[config.mk]
export PLATFORM = sky130hd
export DESIGN_NAME = lgoe_top
export DESIGN_NICKNAME = d
export VERILOG_FILES = /design/src/include/lgoe_pkg.sv /design/src/logic/lgoe_gate_cell.sv /design/src/logic/lgoe_top.sv
export SDC_FILE = /design/constraint.sdc
export NUM_CORES = 1
export LEC_CHECK = 0
export BUFFER_PORTS_ARGS = -buffer_cell sky130_fd_sc_hd__buf_2
export CAP_MARGIN = 20
export CORE_MARGIN = 1.5
export CORE_UTILIZATION = 45
export DETAILED_ROUTE_END_ITERATION = 12
export PLACE_DENSITY = 0.82
export REMOVE_ABC_BUFFERS = 1
export SLEW_MARGIN = 5
export SYNTH_ARGS = -nofsm -noshare
export SYNTH_HDL_FRONTEND = slang
export SYNTH_SLANG_ARGS = --single-unit
[constraint.sdc]
create_clock -name clk_in -period 4.35 [get_ports clk_in]
set_clock_uncertainty 0.1 [all_clocks]
set_input_delay 1.0875 -clock clk_in [delete_from_list [all_inputs] [get_ports clk_in]]
set_output_delay 1.0875 -clock clk_in [all_outputs]
set_load 0.01 [all_outputs]
[src/include/lgoe_pkg.sv]
package lgoe_pkg;

	// Register indices and the byte addresses that APB uses for them.
	localparam int unsigned APB_ADDR_WIDTH = 12;
	localparam int unsigned APB_DATA_WIDTH = 32;
	localparam logic [APB_ADDR_WIDTH-1:0] IDX_LD_COMPARATOR = 12'h01d;
	localparam logic [APB_ADDR_WIDTH-1:0] IDX_GATE_LOW      = 12'h0fc;
	localparam logic [APB_ADDR_WIDTH-1:0] IDX_GATE_HIGH     = 12'h0fd;
	localparam logic [APB_ADDR_WIDTH-1:0] IDX_GATE_STATUS   = 12'h0fe;
	localparam logic [APB_ADDR_WIDTH-1:0] ADDR_LD_COMPARATOR = IDX_LD_COMPARATOR << 2;
	localparam logic [APB_ADDR_WIDTH-1:0] ADDR_GATE_LOW      = IDX_GATE_LOW << 2;
	localparam logic [APB_ADDR_WIDTH-1:0] ADDR_GATE_HIGH     = IDX_GATE_HIGH << 2;
	localparam logic [APB_ADDR_WIDTH-1:0] ADDR_GATE_STATUS   = IDX_GATE_STATUS << 2;

	// Field positions and widths.
	localparam int unsigned GATE_LOW_WIDTH       = 8;
	localparam int unsigned GATE_HIGH_WIDTH      = 4;
	localparam int unsigned LD_COMPARATOR_BIT    = 3;
	localparam int unsigned STATUS_ENABLE_LSB    = 0;
	localparam int unsigned STATUS_POWERDOWN_LSB = 12;
	localparam int unsigned STATUS_GATING_BIT    = 24;
	localparam int unsigned DEFAULT_OUTPUTS      = 12;

	// Values after reset.
	localparam logic [GATE_LOW_WIDTH-1:0]  GATE_LOW_RESET      = 8'h00;
	localparam logic [GATE_HIGH_WIDTH-1:0] GATE_HIGH_RESET     = 4'h0;
	localparam logic                       LD_COMPARATOR_RESET = 1'b0;
	localparam logic                       CELL_ENABLE_RESET   = 1'b0;
	localparam logic                       CELL_POWERDOWN_RESET = 1'b0;
	localparam logic [APB_DATA_WIDTH-1:0]  READ_DATA_RESET     = 32'h0000_0000;

	// One APB request as the slave sees it in a cycle.
	typedef struct packed {
		logic                      sel;
		logic                      enable;
		logic                      write;
		logic [APB_ADDR_WIDTH-1:0] addr;
		logic [APB_DATA_WIDTH-1:0] wdata;
	} lgoe_apb_req_type;

	// Per-output drive decision.
	typedef struct packed {
		logic enable;
		logic power_down;
	} lgoe_out_state_type;

endpackage

[src/logic/lgoe_gate_cell.sv]
`timescale 1ns/10ps
module lgoe_gate_cell
	import lgoe_pkg::*;
(
	// Clock and reset.
	input  wire logic         clk_in,
	input  wire logic         rst_b_in,
	// Control.
	input  wire logic         gate_enable_in,
	input  wire logic         lock_gating_signal_in,
	input  wire logic         other_power_down_in,
	// Result.
	output lgoe_out_state_type state_out
);

	logic gated_off;
	logic power_down_next;
	logic enable_next;
	logic power_down_reg;
	logic enable_reg;

	assign gated_off       = gate_enable_in & ~lock_gating_signal_in;
	assign power_down_next = gated_off;
	assign enable_next     = ~gated_off & ~other_power_down_in;

	always_ff @(posedge clk_in or negedge rst_b_in) begin
		if (!rst_b_in) begin
			power_down_reg <= CELL_POWERDOWN_RESET;
			enable_reg     <= CELL_ENABLE_RESET;
		end else begin
			power_down_reg <= power_down_next;
			enable_reg     <= enable_next;
		end
	end

	assign state_out.power_down = power_down_reg;
	assign state_out.enable     = enable_reg;

endmodule // lgoe_gate_cell

[src/logic/lgoe_top.sv]
// Notes on behaviour
// - The first gating register holds eight gate enables, bit n for output n, n from 0 to 7.
// - The second gating register holds gate enables for outputs 8 to 11 in bits 3:0, bits 7:4 unused.
// - With its gate enable set and the lock gating signal low, an output is held powered down.
// - With its gate enable set and the lock gating signal high, an output runs unless held off otherwise.
//
// Register access over APB is this design's own decision.
`timescale 1ns/10ps
module lgoe_top
	import lgoe_pkg::*;
#(
	parameter int unsigned NUM_OUTPUTS = DEFAULT_OUTPUTS
) (
	// Clock and reset.
	input  wire logic                      clk_in,
	input  wire logic                      rst_b_in,
	// APB slave.
	input  wire logic                      psel_in,
	input  wire logic                      penable_in,
	input  wire logic                      pwrite_in,
	input  wire logic [APB_ADDR_WIDTH-1:0] paddr_in,
	input  wire logic [APB_DATA_WIDTH-1:0] pwdata_in,
	output logic      [APB_DATA_WIDTH-1:0] prdata_out,
	output logic                           pready_out,
	output logic                           pslverr_out,
	// Lock detector and other power-down sources.
	input  wire logic                      lock_detect_in,
	input  wire logic [NUM_OUTPUTS-1:0]    other_power_down_in,
	// Output control.
	output logic                           lock_gating_signal_out,
	output logic      [NUM_OUTPUTS-1:0]    output_enable_out,
	output logic      [NUM_OUTPUTS-1:0]    async_power_down_out
);

	localparam int unsigned HIGH_USED = NUM_OUTPUTS - GATE_LOW_WIDTH;

	// Elaboration checks on the parameter and on the field layout.
	if (NUM_OUTPUTS <= GATE_LOW_WIDTH || HIGH_USED > GATE_HIGH_WIDTH) begin : g_bad
		$error("NUM_OUTPUTS must lie between 9 and 12.");
	end

	if (STATUS_POWERDOWN_LSB < STATUS_ENABLE_LSB + NUM_OUTPUTS) begin : g_bad_status_enable
		$error("The status enable field runs into the power-down field.");
	end

	if (STATUS_GATING_BIT < STATUS_POWERDOWN_LSB + NUM_OUTPUTS ||
		STATUS_GATING_BIT >= APB_DATA_WIDTH) begin : g_bad_status_gating
		$error("The status gating bit does not fit the status word.");
	end

	if (LD_COMPARATOR_BIT >= APB_DATA_WIDTH ||
		GATE_LOW_WIDTH + GATE_HIGH_WIDTH > APB_DATA_WIDTH) begin : g_bad_fields
		$error("A register field does not fit the data bus.");
	end

	if (ADDR_LD_COMPARATOR[1:0] != 2'b00 || ADDR_GATE_LOW[1:0] != 2'b00 ||
		ADDR_GATE_HIGH[1:0] != 2'b00 || ADDR_GATE_STATUS[1:0] != 2'b00) begin : g_bad_align
		$error("Every register address must be word aligned.");
	end

	if (ADDR_GATE_LOW == ADDR_GATE_HIGH || ADDR_GATE_LOW == ADDR_GATE_STATUS ||
		ADDR_GATE_HIGH == ADDR_GATE_STATUS || ADDR_LD_COMPARATOR == ADDR_GATE_LOW) begin : g_bad_map
		$error("Two registers share one address.");
	end

	// Bus request and decode.
	lgoe_apb_req_type                          req;
	logic                                      hit_comparator;
	logic                                      hit_low;
	logic                                      hit_high;
	logic                                      hit_status;
	logic                                      mapped;
	logic                                      setup_phase;
	logic                                      access_phase;
	logic                                      write_strobe;
	logic                                      write_low;
	logic                                      write_high;
	logic                                      write_comparator;

	// Registers and their next values.
	logic [GATE_LOW_WIDTH-1:0]                 gate_low_reg;
	logic [GATE_LOW_WIDTH-1:0]                 gate_low_next;
	logic [GATE_HIGH_WIDTH-1:0]                gate_high_reg;
	logic [GATE_HIGH_WIDTH-1:0]                gate_high_next;
	logic                                      ld_comparator_reg;
	logic                                      ld_comparator_next;
	logic [APB_DATA_WIDTH-1:0]                 prdata_reg;
	logic [APB_DATA_WIDTH-1:0]                 prdata_next;

	// Gating and per-output state.
	logic                                      gating_signal;
	logic [GATE_LOW_WIDTH+GATE_HIGH_WIDTH-1:0] gate_all;
	logic [NUM_OUTPUTS-1:0]                    gate_vec;
	logic [NUM_OUTPUTS-1:0]                    enable_vec;
	logic [NUM_OUTPUTS-1:0]                    power_down_vec;

	// Read words.
	logic [APB_DATA_WIDTH-1:0]                 rd_comparator;
	logic [APB_DATA_WIDTH-1:0]                 rd_low;
	logic [APB_DATA_WIDTH-1:0]                 rd_high;
	logic [APB_DATA_WIDTH-1:0]                 rd_status;
	logic [APB_DATA_WIDTH-1:0]                 read_word;

	// The APB request as the slave sees it this cycle.
	assign req.sel    = psel_in;
	assign req.enable = penable_in;
	assign req.write  = pwrite_in;
	assign req.addr   = paddr_in;
	assign req.wdata  = pwdata_in;

	// Address decode; only aligned words of the four registers are mapped.
	assign hit_comparator = (req.addr == ADDR_LD_COMPARATOR);
	assign hit_low        = (req.addr == ADDR_GATE_LOW);
	assign hit_high       = (req.addr == ADDR_GATE_HIGH);
	assign hit_status     = (req.addr == ADDR_GATE_STATUS);
	assign mapped         = hit_comparator | hit_low | hit_high | hit_status;
	assign setup_phase    = req.sel & ~req.enable;
	assign access_phase   = req.sel & req.enable;
	assign write_strobe   = access_phase & req.write & mapped;

	// Zero wait states; unmapped addresses answer with an error and change nothing.
	assign pready_out  = 1'b1;
	assign pslverr_out = access_phase & ~mapped;

	// One write strobe per register; the status word takes no writes.
	assign write_low        = write_strobe & hit_low;
	assign write_high       = write_strobe & hit_high;
	assign write_comparator = write_strobe & hit_comparator;

	assign gate_low_next = write_low ?
		req.wdata[GATE_LOW_WIDTH-1:0] : gate_low_reg;
	assign gate_high_next = write_high ?
		req.wdata[GATE_HIGH_WIDTH-1:0] : gate_high_reg;
	assign ld_comparator_next = write_comparator ?
		req.wdata[LD_COMPARATOR_BIT] : ld_comparator_reg;

	// The gating signal only exists while the pin comparator is enabled.
	assign gating_signal          = lock_detect_in & ld_comparator_reg;
	assign lock_gating_signal_out = gating_signal;

	// Read data is latched in the setup cycle and held through the access cycle.
	assign rd_comparator = {{(APB_DATA_WIDTH-LD_COMPARATOR_BIT-1){1'b0}},
		ld_comparator_reg, {LD_COMPARATOR_BIT{1'b0}}};
	assign rd_low  = {{(APB_DATA_WIDTH-GATE_LOW_WIDTH){1'b0}}, gate_low_reg};
	assign rd_high = {{(APB_DATA_WIDTH-GATE_HIGH_WIDTH){1'b0}}, gate_high_reg};

	// Status word: output enables, power-downs and the gating signal.
	always_comb begin
		rd_status                                    = READ_DATA_RESET;
		rd_status[STATUS_ENABLE_LSB+:NUM_OUTPUTS]    = enable_vec;
		rd_status[STATUS_POWERDOWN_LSB+:NUM_OUTPUTS] = power_down_vec;
		rd_status[STATUS_GATING_BIT]                 = gating_signal;
	end
	assign read_word = hit_comparator ? rd_comparator :
		hit_low    ? rd_low :
		hit_high   ? rd_high :
		hit_status ? rd_status : READ_DATA_RESET;
	assign prdata_next = setup_phase ? read_word : prdata_reg;

	// Gate enables for outputs 0 to 7.
	always_ff @(posedge clk_in or negedge rst_b_in) begin
		if (!rst_b_in) begin
			gate_low_reg <= GATE_LOW_RESET;
		end else begin
			gate_low_reg <= gate_low_next;
		end
	end

	// Gate enables for outputs 8 to 11.
	always_ff @(posedge clk_in or negedge rst_b_in) begin
		if (!rst_b_in) begin
			gate_high_reg <= GATE_HIGH_RESET;
		end else begin
			gate_high_reg <= gate_high_next;
		end
	end

	// Lock-detect pin comparator enable.
	always_ff @(posedge clk_in or negedge rst_b_in) begin
		if (!rst_b_in) begin
			ld_comparator_reg <= LD_COMPARATOR_RESET;
		end else begin
			ld_comparator_reg <= ld_comparator_next;
		end
	end

	// Read data register.
	always_ff @(posedge clk_in or negedge rst_b_in) begin
		if (!rst_b_in) begin
			prdata_reg <= READ_DATA_RESET;
		end else begin
			prdata_reg <= prdata_next;
		end
	end

	// Read data and the gate enables as one vector.
	assign prdata_out = prdata_reg;
	assign gate_all   = {gate_high_reg, gate_low_reg};
	assign gate_vec   = gate_all[NUM_OUTPUTS-1:0];

	// One gate cell per output.
	for (genvar n = 0; n < NUM_OUTPUTS; n++) begin : g_out
		lgoe_out_state_type state;

		lgoe_gate_cell u_cell (
			.clk_in                (clk_in),
			.rst_b_in              (rst_b_in),
			.gate_enable_in        (gate_vec[n]),
			.lock_gating_signal_in (gating_signal),
			.other_power_down_in   (other_power_down_in[n]),
			.state_out             (state)
		);

		assign enable_vec[n]     = state.enable;
		assign power_down_vec[n] = state.power_down;
	end

	// Drive decisions to the output drivers.
	assign output_enable_out    = enable_vec;
	assign async_power_down_out = power_down_vec;

endmodule // lgoe_top

==> results.md, run 1 <==
* Critical-path cell list: buf_2 -> or4_4 -> nor2_4 -> a21oi_1 -> buf_2
* Vias per Instance at 4.93
* Flops & latches, synth at 62
* Remaining Overflow, GRT at 0
* LEAKAGE at 1.71 nW
* Num CTS Buffers at 9
* Final net count at 345
* HPWL after DPL at 3820 um
* Mapped Avg Cell Area at 12.3 um2
* Layout cells sized above 1 at 0.431
* Via count at 1776
* Switching Power at 0.000269 W
* Worst vdd ir at 0.000245 V
* Final WL at 5500 um
* Combinational power share at 0.054
* Clk buf depth at 2
* Antenna diodes at 0
* Max Transition Viols Final at 0
* Largest register FFs at 25
* Post-synthesis sequential area ratio at 0.586
* Fillers at 519
* Cells after DPL at 344
* Io pins at 121
* Antenna violations before repair at 0
* Critical Path Start Type: input pin
* Crit Path Max Fanout at 3
* Most used cell, CP: buf_2
* Antenna-violating nets left at 0
* Post-synth top area share at 0.586
* Sw Ratio at 0.222
* Clock tree sinks at 62
* P_int at 0.000942 W
* Slowest cell on the critical path: or4_4
* Clock transition at path regs at 0.07 ns
* Max cap viols at 0
* CTS root buffer: clkbuf_8
* First-pass GRT wire length at 8540 um
* Syn. warnings at 0
* Post-route cell area at 3150 um2
* Status: complete, no violations
* Largest area contributor in the synthesized netlist: dfrtp_1
* Cell Count, Final, Fillers Out at 360
* Post-Syn Area at 2650 um2
* Maximum clock rate at 304 MHz
* Initial drt markers at 68
* P per Cell Area at 384 nW/um2
* Final setup vio count at 0
* Chip width at 79.7 um
* Placement Cell Area at 2930 um2
* Post-synth EDFFs at 0
* Vias in the first global route at 1704
* CTS tree: done
* Mapped Cells at 216
* Final Hold Fails at 0
* Initial Util at 0.472
* Fin Hold WS at 0.385 ns
* Tcrit/Tclk final at 0.755
* Top_reg_cell synth: dfrtp_1
* Slew @ Worst Pin at 0.741 ns
* Largest net degree at the start of global routing at 33
* Die height at 79.7 um
* Top post-synthesis cells by count: 62 x dfrtp_1, 32 x buf_4, 20 x a22o_1, 16 x nor2_1, 14 x and2_1
* RSZ-0062 raised after global routing: false
* Per-cell routed wire length at 15.3 um
* Required @ worst endpoint at 3.16 ns
* Fraction of registers with async set/reset at 1.00
* Clk pwr share at 0.462
* WP buf/inv at 2
* Critical Path AT at 2.10 ns
* Dominant cell by count in the synthesized netlist: dfrtp_1
* Placeable Area at 5610 um2
* Total track usage at 0.188
* 1st-pass router iterations at 4
* Final Wtd Congestion at 0.800
* Critical path type: input pin to primary output
* DIE AREA at 6350 um2
* DRC viols at 0
* Final critical-path required period at 3.28 ns
* Crit-path leading delay family: simple AND/OR/NAND/NOR gates
* Port Buffer Count at 88
* Slew HR at 0.506
* Largest stage delay on the critical path at 0.57 ns
* Setup Buffers After CTS at 0
* Area of the multi-input gates at 825 um2
* Worst skew pair latency at 0.33 ns
* Post-synth cell types at 29
* H-tree depth at 3
* CTS resizes at 0
* Setup TNS at 0 ns
* Worst Setup End Kind: primary output
* Row count at 27
* Ranking of synthesized cells by area: dfrtp_1 59%, buf_4 9.1%, a22o_1 6.6%
* Register share of total power at 0.483
* P&R area growth vs syn at 19.0%
* Worst min path class: register to register
* Register area at 1550 um2
* Cts-stage hold buffer count at 0
[per-layer routing]
| metal | track usage | vias to the layer above | share of wire |
|---|---|---|---|
| li1 | - | 833 | - |
| met1 | 0.235 | 874 | 0.44 |
| met2 | 0.301 | 62 | 0.49 |
| met3 | 0.0571 | 7 | 0.056 |
| met4 | 0.0807 | 0 | 0.013 |
| met5 | 0 | - | 0 |
[placed cells by master, fill, tap and decap left out, drive strengths merged]
cell / synthesis / final
buf: 35 / 90
dfrtp: 62 / 62
a22o: 20 / 20
nor2: 17 / 17
and2: 14 / 14
mux2: 13 / 13
nand2: 11 / 11
clkbuf: 5 / 10
mux2i: 8 / 8
o21ai: 8 / 8
conb: 2 / 8
nand3: 4 / 4
nor3: 2 / 2
a21oi: 2 / 2
inv: 2 / 2
clkinvlp: 0 / 2
bufinv: 0 / 2
clkinv: 0 / 2
nor4b: 2 / 2
or4: 1 / 1
a21boi: 1 / 1
nand2b: 1 / 1
and3: 1 / 1
nand4: 1 / 1
nor2b: 1 / 1
nor4: 1 / 1
o311ai: 1 / 1
or2: 1 / 1
[stage by stage]
step	util	total power, W	setup WS [ns]
2_1_floorplan	-	0.000617	1.31
3_3_place_gp	0.522	0.000661	1.05
3_5_place_dp	0.522	0.000663	0.997
4_1_cts	0.562	0.00122	1.06
5_1_grt	0.562	0.00126	1.02
6_report	0.562	0.00121	1.07
[power by group through the flow]
stage                     sequential (W)  clock [W]  combinational (W)
after global placement          0.000596          0          0.0000654
final                           0.000585   0.000560          0.0000658
after floorplan                 0.000599          0          0.0000180
after global routing            0.000586   0.000600          0.0000736
after CTS                       0.000585   0.000572          0.0000668
after detailed placement        0.000596          0          0.0000667
[logic make-up after synthesis]
| family | after synthesis | synth area share |
|---|---|---|
| muxes | 21 | 0.0855 |
| AOI/OAI and AO/OA | 32 | 0.0912 |
| buffers and inverters | 42 | 0.111 |
| and+or+nand+nor | 57 | 0.123 |
| other | 2 | 0.00284 |
| DFF | 62 | 0.586 |
[worst paths after layout]
check	start	end	slack [ns]	depth (start not counted)
min reg2reg	g_out[9].u_cell.enable_reg	prdata_out[9]	0.38	1
max reg2reg	ld_comparator_reg	prdata_out[24]	3.05	3
max	paddr_in[1]	pslverr_out	1.07	5
min	g_out[9].u_cell.enable_reg	prdata_out[9]	0.38	1
min in group asynchronous	rst_b_in	gate_high_reg[1]	0.69	1
max in group asynchronous	rst_b_in	gate_low_reg[2]	2.61	2
[layout make-up]
cell class,count,share of cell area
sequential,62,0.492
timing repair buffer,90,0.145
inverter,2,0.00238
clock buffer,10,0.0437
clock inverter,6,0.0270
tap,72,0.0286
multi-input combinational,118,0.262
(Power assumes the default switching activity.)
==> inputs of run 2 (changes only) <==
==> constraint.sdc (replaced) <==
create_clock -name clk_in -period 3.4 [get_ports clk_in]
set_clock_uncertainty 0.1 [all_clocks]
set_input_delay 0.85 -clock clk_in [delete_from_list [all_inputs] [get_ports clk_in]]
set_output_delay 0.85 -clock clk_in [all_outputs]
set_load 0.01 [all_outputs]
==> run 2 against run 1 <==
Worst hold slack got worse by 0.0075 ns; first-iteration DRC count increased by 21%; critical path depth unchanged; final cell count increased by 1.1%; routed wire length increased by 0.84%; via count increased by 1.3%; worst setup slack got worse by 0.49 ns; combinational power increased by 31%; sequential cell count unchanged; die area unchanged; design area increased by 1.3%; critical path type unchanged; largest power group unchanged; highest routed layer unchanged.
==> results.md, run 2 (synthesis gave the netlist of run 1 again) <==
* Critical path type: input pin to primary output
* CTS root buffer: clkbuf_8
* Largest net degree at the start of global routing at 63 (+91%)
* First-pass GRT wire length at 8730 um (+2.3%)
* LEAKAGE at 1.74 nW (+1.5%)
* RSZ-0062 raised after global routing: false
* Leading cell types in the layout, fill and taps excluded: 88 x buf_2, 62 x dfrtp_1, 20 x a22o_1
* Largest register FFs at 25 (unchanged)
* Worst vdd ir at 0.000269 V (+9.9%)
* P&R area growth vs syn at 20.7%
* Cts-stage hold buffer count at 0 (unchanged)
* Row count at 27 (unchanged)
* CTS tree: done
* Clk buf depth at 2 (unchanged)
* Worst min path class: register to register
* CTS resizes at 0 (unchanged)
* Via count at 1799 (+1.3%)
* Initial Util at 0.472 (unchanged)
* Placeable Area at 5610 um2 (unchanged)
* Die height at 79.7 um (unchanged)
* Clock transition at path regs at 0.07 ns (about the same)
* Crit Path Max Fanout at 3 (unchanged)
* P per Cell Area at 485 nW/um2 (+26%)
* Final Hold Fails at 0 (unchanged)
* Status: complete, no violations
* Remaining Overflow, GRT at 0 (unchanged)
* Initial drt markers at 82 (+21%)
* HPWL after DPL at 3970 um (+3.9%)
* Final setup vio count at 0 (unchanged)
* Critical Path Start Type: input pin
* Total track usage at 0.188 (about the same)
* Vias per Instance at 4.94 (+0.18%)
* Final net count at 349 (+1.2%)
* Antenna violations before repair at 0 (unchanged)
* Antenna diodes at 0 (unchanged)
* Final WL at 5550 um (+0.84%)
* DIE AREA at 6350 um2 (unchanged)
* Worst skew pair latency at 0.33 ns (about the same)
* H-tree depth at 3 (unchanged)
* Post-Place Setup Slack at 0.442 ns (-0.556 ns)
* Final Wtd Congestion at 0.794 (-0.76%)
* Required @ worst endpoint at 2.45 ns (-0.71 ns)
* Leading cell type in the layout, fill and taps excluded: buf_2
* Max Transition Viols Final at 0 (unchanged)
* DRC viols at 0 (unchanged)
* Setup Buffers After CTS at 0 (unchanged)
* Slew @ Worst Pin at 0.501 ns (-0.240 ns)
* Clock tree sinks at 62 (unchanged)
* Worst Setup End Kind: primary output
* Layout cells sized above 1 at 0.438 (+0.00780)
* Maximum clock rate at 354 MHz
* Num CTS Buffers at 9 (unchanged)
* Chip width at 79.7 um (unchanged)
* Antenna-violating nets left at 0 (unchanged)
* Critical Path AT at 1.88 ns (-0.22 ns)
* Per-cell routed wire length at 15.2 um (-0.27%)
* 1st-pass router iterations at 4 (unchanged)
* Final critical-path required period at 2.83 ns
* Worst setup margin at 0.573 ns (-0.493 ns)
* Port Buffer Count at 88 (unchanged)
* Vias in the first global route at 1782 (+4.6%)
* Tcrit/Tclk final at 0.832
* Max cap viols at 0 (unchanged)
* Io pins at 121 (unchanged)
* Slew HR at 0.666 (+0.159)
* Setup TNS at 0 ns (unchanged)
## run 2: power by group
group          switching (W)  internal [W]
Clock               0.000284      0.000430
Sequential        0.00000397      0.000745
Combinational      0.0000535     0.0000325
Total               0.000342       0.00121
## run 2: critical path: stages
cell and delay (ns):
buf_2 0.11, or4_4 0.57, nor2_4 0.13, a21oi_1 0.07
buf_2 0.14
## run 2: path summary, 6_finish.rpt
kind	depth (start not counted)	from	slack [ns]	to
setup / recovery	5	paddr_in[1]	0.57	pslverr_out
hold / removal	2	prdata_out[6]	0.38	prdata_out[6]
setup reg to reg	4	ld_comparator_reg	2.22	g_out[11].u_cell.enable_reg
hold reg to reg	2	prdata_out[6]	0.38	prdata_out[6]
max in group asynchronous	2	rst_b_in	2.52	prdata_out[5]
min in group asynchronous	2	rst_b_in	0.42	prdata_out[9]
## run 2: routing by layer
layer  routed length, um  GRT usage  vias up
li1                    -          -      850
met1                2480      0.245      873
met2                2640      0.296       67
met3                 337     0.0503        9
met4                  91     0.0789        0
met5                   0          0        -
## run 2: per-stage QoR
stage          hold WS (ns)  area (um2)  utilization  cells  total power, W
6_report              0.377        3190        0.570    364         0.00155
5_1_grt               0.403        3190        0.570    364         0.00161
2_1_floorplan         0.394        2380            -    182        0.000790
4_1_cts               0.382        3190        0.570    364         0.00156
3_5_place_dp          0.367        2970        0.530    348        0.000850
3_3_place_gp          0.359        2970        0.530    348        0.000849
## run 2: area by class of cell
cell class,count,area [um2]
sequential,62,1550
timing repair buffer,94,498
tap,72,90.1
multi-input combinational,118,825
fill,488,2410
clock inverter,6,85.1
clock buffer,10,138
inverter,2,7.51
==> inputs of run 3 (changes only) <==
==> constraint.sdc (replaced) <==
create_clock -name clk_in -period 2.61 [get_ports clk_in]
set_clock_uncertainty 0.1 [all_clocks]
set_input_delay 0.6525 -clock clk_in [delete_from_list [all_inputs] [get_ports clk_in]]
set_output_delay 0.6525 -clock clk_in [all_outputs]
set_load 0.01 [all_outputs]
==> run 3 against run 2 <==
Clock-buffer cell count up 1; sequential cell count unchanged; global-route usage up 0.56 points; clock power up 9.9%; die area unchanged; final cell count up 1.6%; sequential share of layout area up 0.13 points; via count up 0.50%; register-to-register slack worse by 0.79 ns; routed wire length up 0.90%; critical path type unchanged.
==> results.md, run 3 (synthesis gave the netlist of run 1 again) <==
* Max cap viols at 0 (unchanged)
* Crit Path Max Fanout at 3 (unchanged)
* Remaining Overflow, GRT at 0 (unchanged)
* CTS root buffer: clkbuf_8
* Cts-stage hold buffer count at 0 (unchanged)
* RSZ-0062 raised after global routing: false
* CTS tree: done
* Final WL at 5600 um (+0.90%)
* Slew @ Worst Pin at 0.752 ns (+0.252 ns)
* HPWL after DPL at 4080 um (+2.9%)
* Worst Setup End Kind: primary output
* Clk buf depth at 2 (unchanged)
* Leading cell type in the layout, fill and taps excluded: buf_2
* Worst skew pair latency at 0.33 ns (about the same)
* Critical Path Start Type: input pin
* Vias per Instance at 4.89 (-1.1%)
* Grt peak-use layer: met2
* Final setup vio count at 0 (unchanged)
* Slew HR at 0.498 (-0.167)
* Initial Util at 0.472 (unchanged)
* H-tree depth at 3 (unchanged)
* Max Transition Viols Final at 0 (unchanged)
* Initial drt markers at 82 (unchanged)
* Layout cells sized above 1 at 0.443 (+0.00460)
* Placeable Area at 5610 um2 (unchanged)
* Port Buffer Count at 88 (unchanged)
* Fin Hold WS at 0.360 ns (-0.0170 ns)
* CTS resizes at 0 (unchanged)
* Critical Path AT at 1.68 ns (-0.20 ns)
* Antenna violations before repair at 0 (unchanged)
* Clock tree sinks at 62 (unchanged)
* Final net count at 355 (+1.7%)
* Chip width at 79.7 um (unchanged)
* Num CTS Buffers at 9 (unchanged)
* Worst min path class: input pin to async pin
* Final Hold Fails at 0 (unchanged)
* Required @ worst endpoint at 1.86 ns (-0.59 ns)
* LEAKAGE at 1.75 nW (+0.89%)
* Cell Count, Final, Fillers Out at 370 (+1.6%)
* Setup TNS at 0 ns (unchanged)
* Maximum clock rate at 410 MHz
* Per-cell routed wire length at 15.1 um (-0.74%)
* Worst vdd ir at 0.000354 V (+31%)
* Cells after DPL at 354 (+1.7%)
* Io pins at 121 (unchanged)
* Die height at 79.7 um (unchanged)
* Via count at 1808 (+0.50%)
* Final critical-path required period at 2.44 ns
* Total track usage at 0.194 (+0.00556)
* 1st-pass router iterations at 4 (unchanged)
* Critical path type: input pin to primary output
* First-pass GRT wire length at 8850 um (+1.3%)
* Antenna diodes at 0 (unchanged)
* Final Wtd Congestion at 0.796 (+0.35%)
* Clock transition at path regs at 0.06 ns (about the same)
* Leading cell types in the layout, fill and taps excluded: 88 x buf_2, 62 x dfrtp_1, 20 x a22o_1
* Antenna-violating nets left at 0 (unchanged)
* Setup Buffers After CTS at 0 (unchanged)
* Grt met3 use at 0.0663 (+0.0160)
* Largest net degree at the start of global routing at 63 (unchanged)
* DRC viols at 0 (unchanged)
* P&R area growth vs syn at 20.3%
* Vias in the first global route at 1795 (+0.73%)
* DIE AREA at 6350 um2 (unchanged)
* M1 GR Usage at 0.240 (-0.00499)
* P per Cell Area at 588 nW/um2 (+21%)
* GR Layer Usage met2 at 0.304 (+0.00847)
* Largest register FFs at 25 (unchanged)
* Tcrit/Tclk final at 0.934
* Status: complete, no violations
* Row count at 27 (unchanged)
==> run 3: cell types whose count changed in the layout (fill, tap and decap cells not counted), sizes merged <==
cell      delta
clkinvlp     -2
clkinv       +2
bufinv       -1
clkbuf       +1
buf          +6
==> run 3: path summary, 6_finish.rpt <==
check	start	endpoint	slack, ns	cells past startpoint
setup / recovery	paddr_in[1]	pslverr_out	0.17	5
hold / removal	rst_b_in	prdata_out[9]	0.36	2
hold reg to reg	prdata_out[7]	prdata_out[7]	0.38	2
max in group asynchronous	rst_b_in	gate_high_reg[2]	1.53	2
setup reg to reg	ld_comparator_reg	g_out[8].u_cell.enable_reg	1.43	4
min in group clk_in	other_power_down_in[11]	g_out[11].u_cell.enable_reg	0.36	2
==> run 3: per-layer routing <==
metal / routed length, um / vias to the layer above / part of all wire
li1: - / 859 / -
met1: 2470 / 866 / 0.44
met2: 2630 / 74 / 0.47
met3: 395 / 9 / 0.071
met4: 97 / 0 / 0.017
met5: 0 / - / 0
==> run 3: metrics by stage <==
stage          setup WS [ns]  instance area [um2]   util  total power, W
2_1_floorplan          0.292                 2380      -         0.00103
3_3_place_gp           0.119                 3000  0.536         0.00111
3_5_place_dp           0.104                 3000  0.536         0.00111
4_1_cts                0.164                 3190  0.568         0.00189
5_1_grt                0.122                 3190  0.568         0.00196
6_report               0.174                 3190  0.568         0.00187
==> run 3: critical path, cell delays in order <==
cell     delay, ns
buf_2         0.11
or4_4         0.58
nor2_4        0.13
a21oi_1       0.07
buf_2         0.14
==> run 3: area by class of cell <==
class | count | area, um2
fill | 492 | 2420
sequential | 62 | 1550
multi-input combinational | 118 | 825
timing repair buffer | 100 | 531
clock buffer | 11 | 131
tap | 72 | 90.1
clock inverter | 5 | 50.0
inverter | 2 | 7.51
==> run 3: power breakdown <==
group | switching [W] | internal [W] | leakage (nW)
logic | 0.0000703 | 0.0000421 | 0.816
clock network | 0.000350 | 0.000435 | 0.0968
registers | 0.00000482 | 0.000971 | 0.839
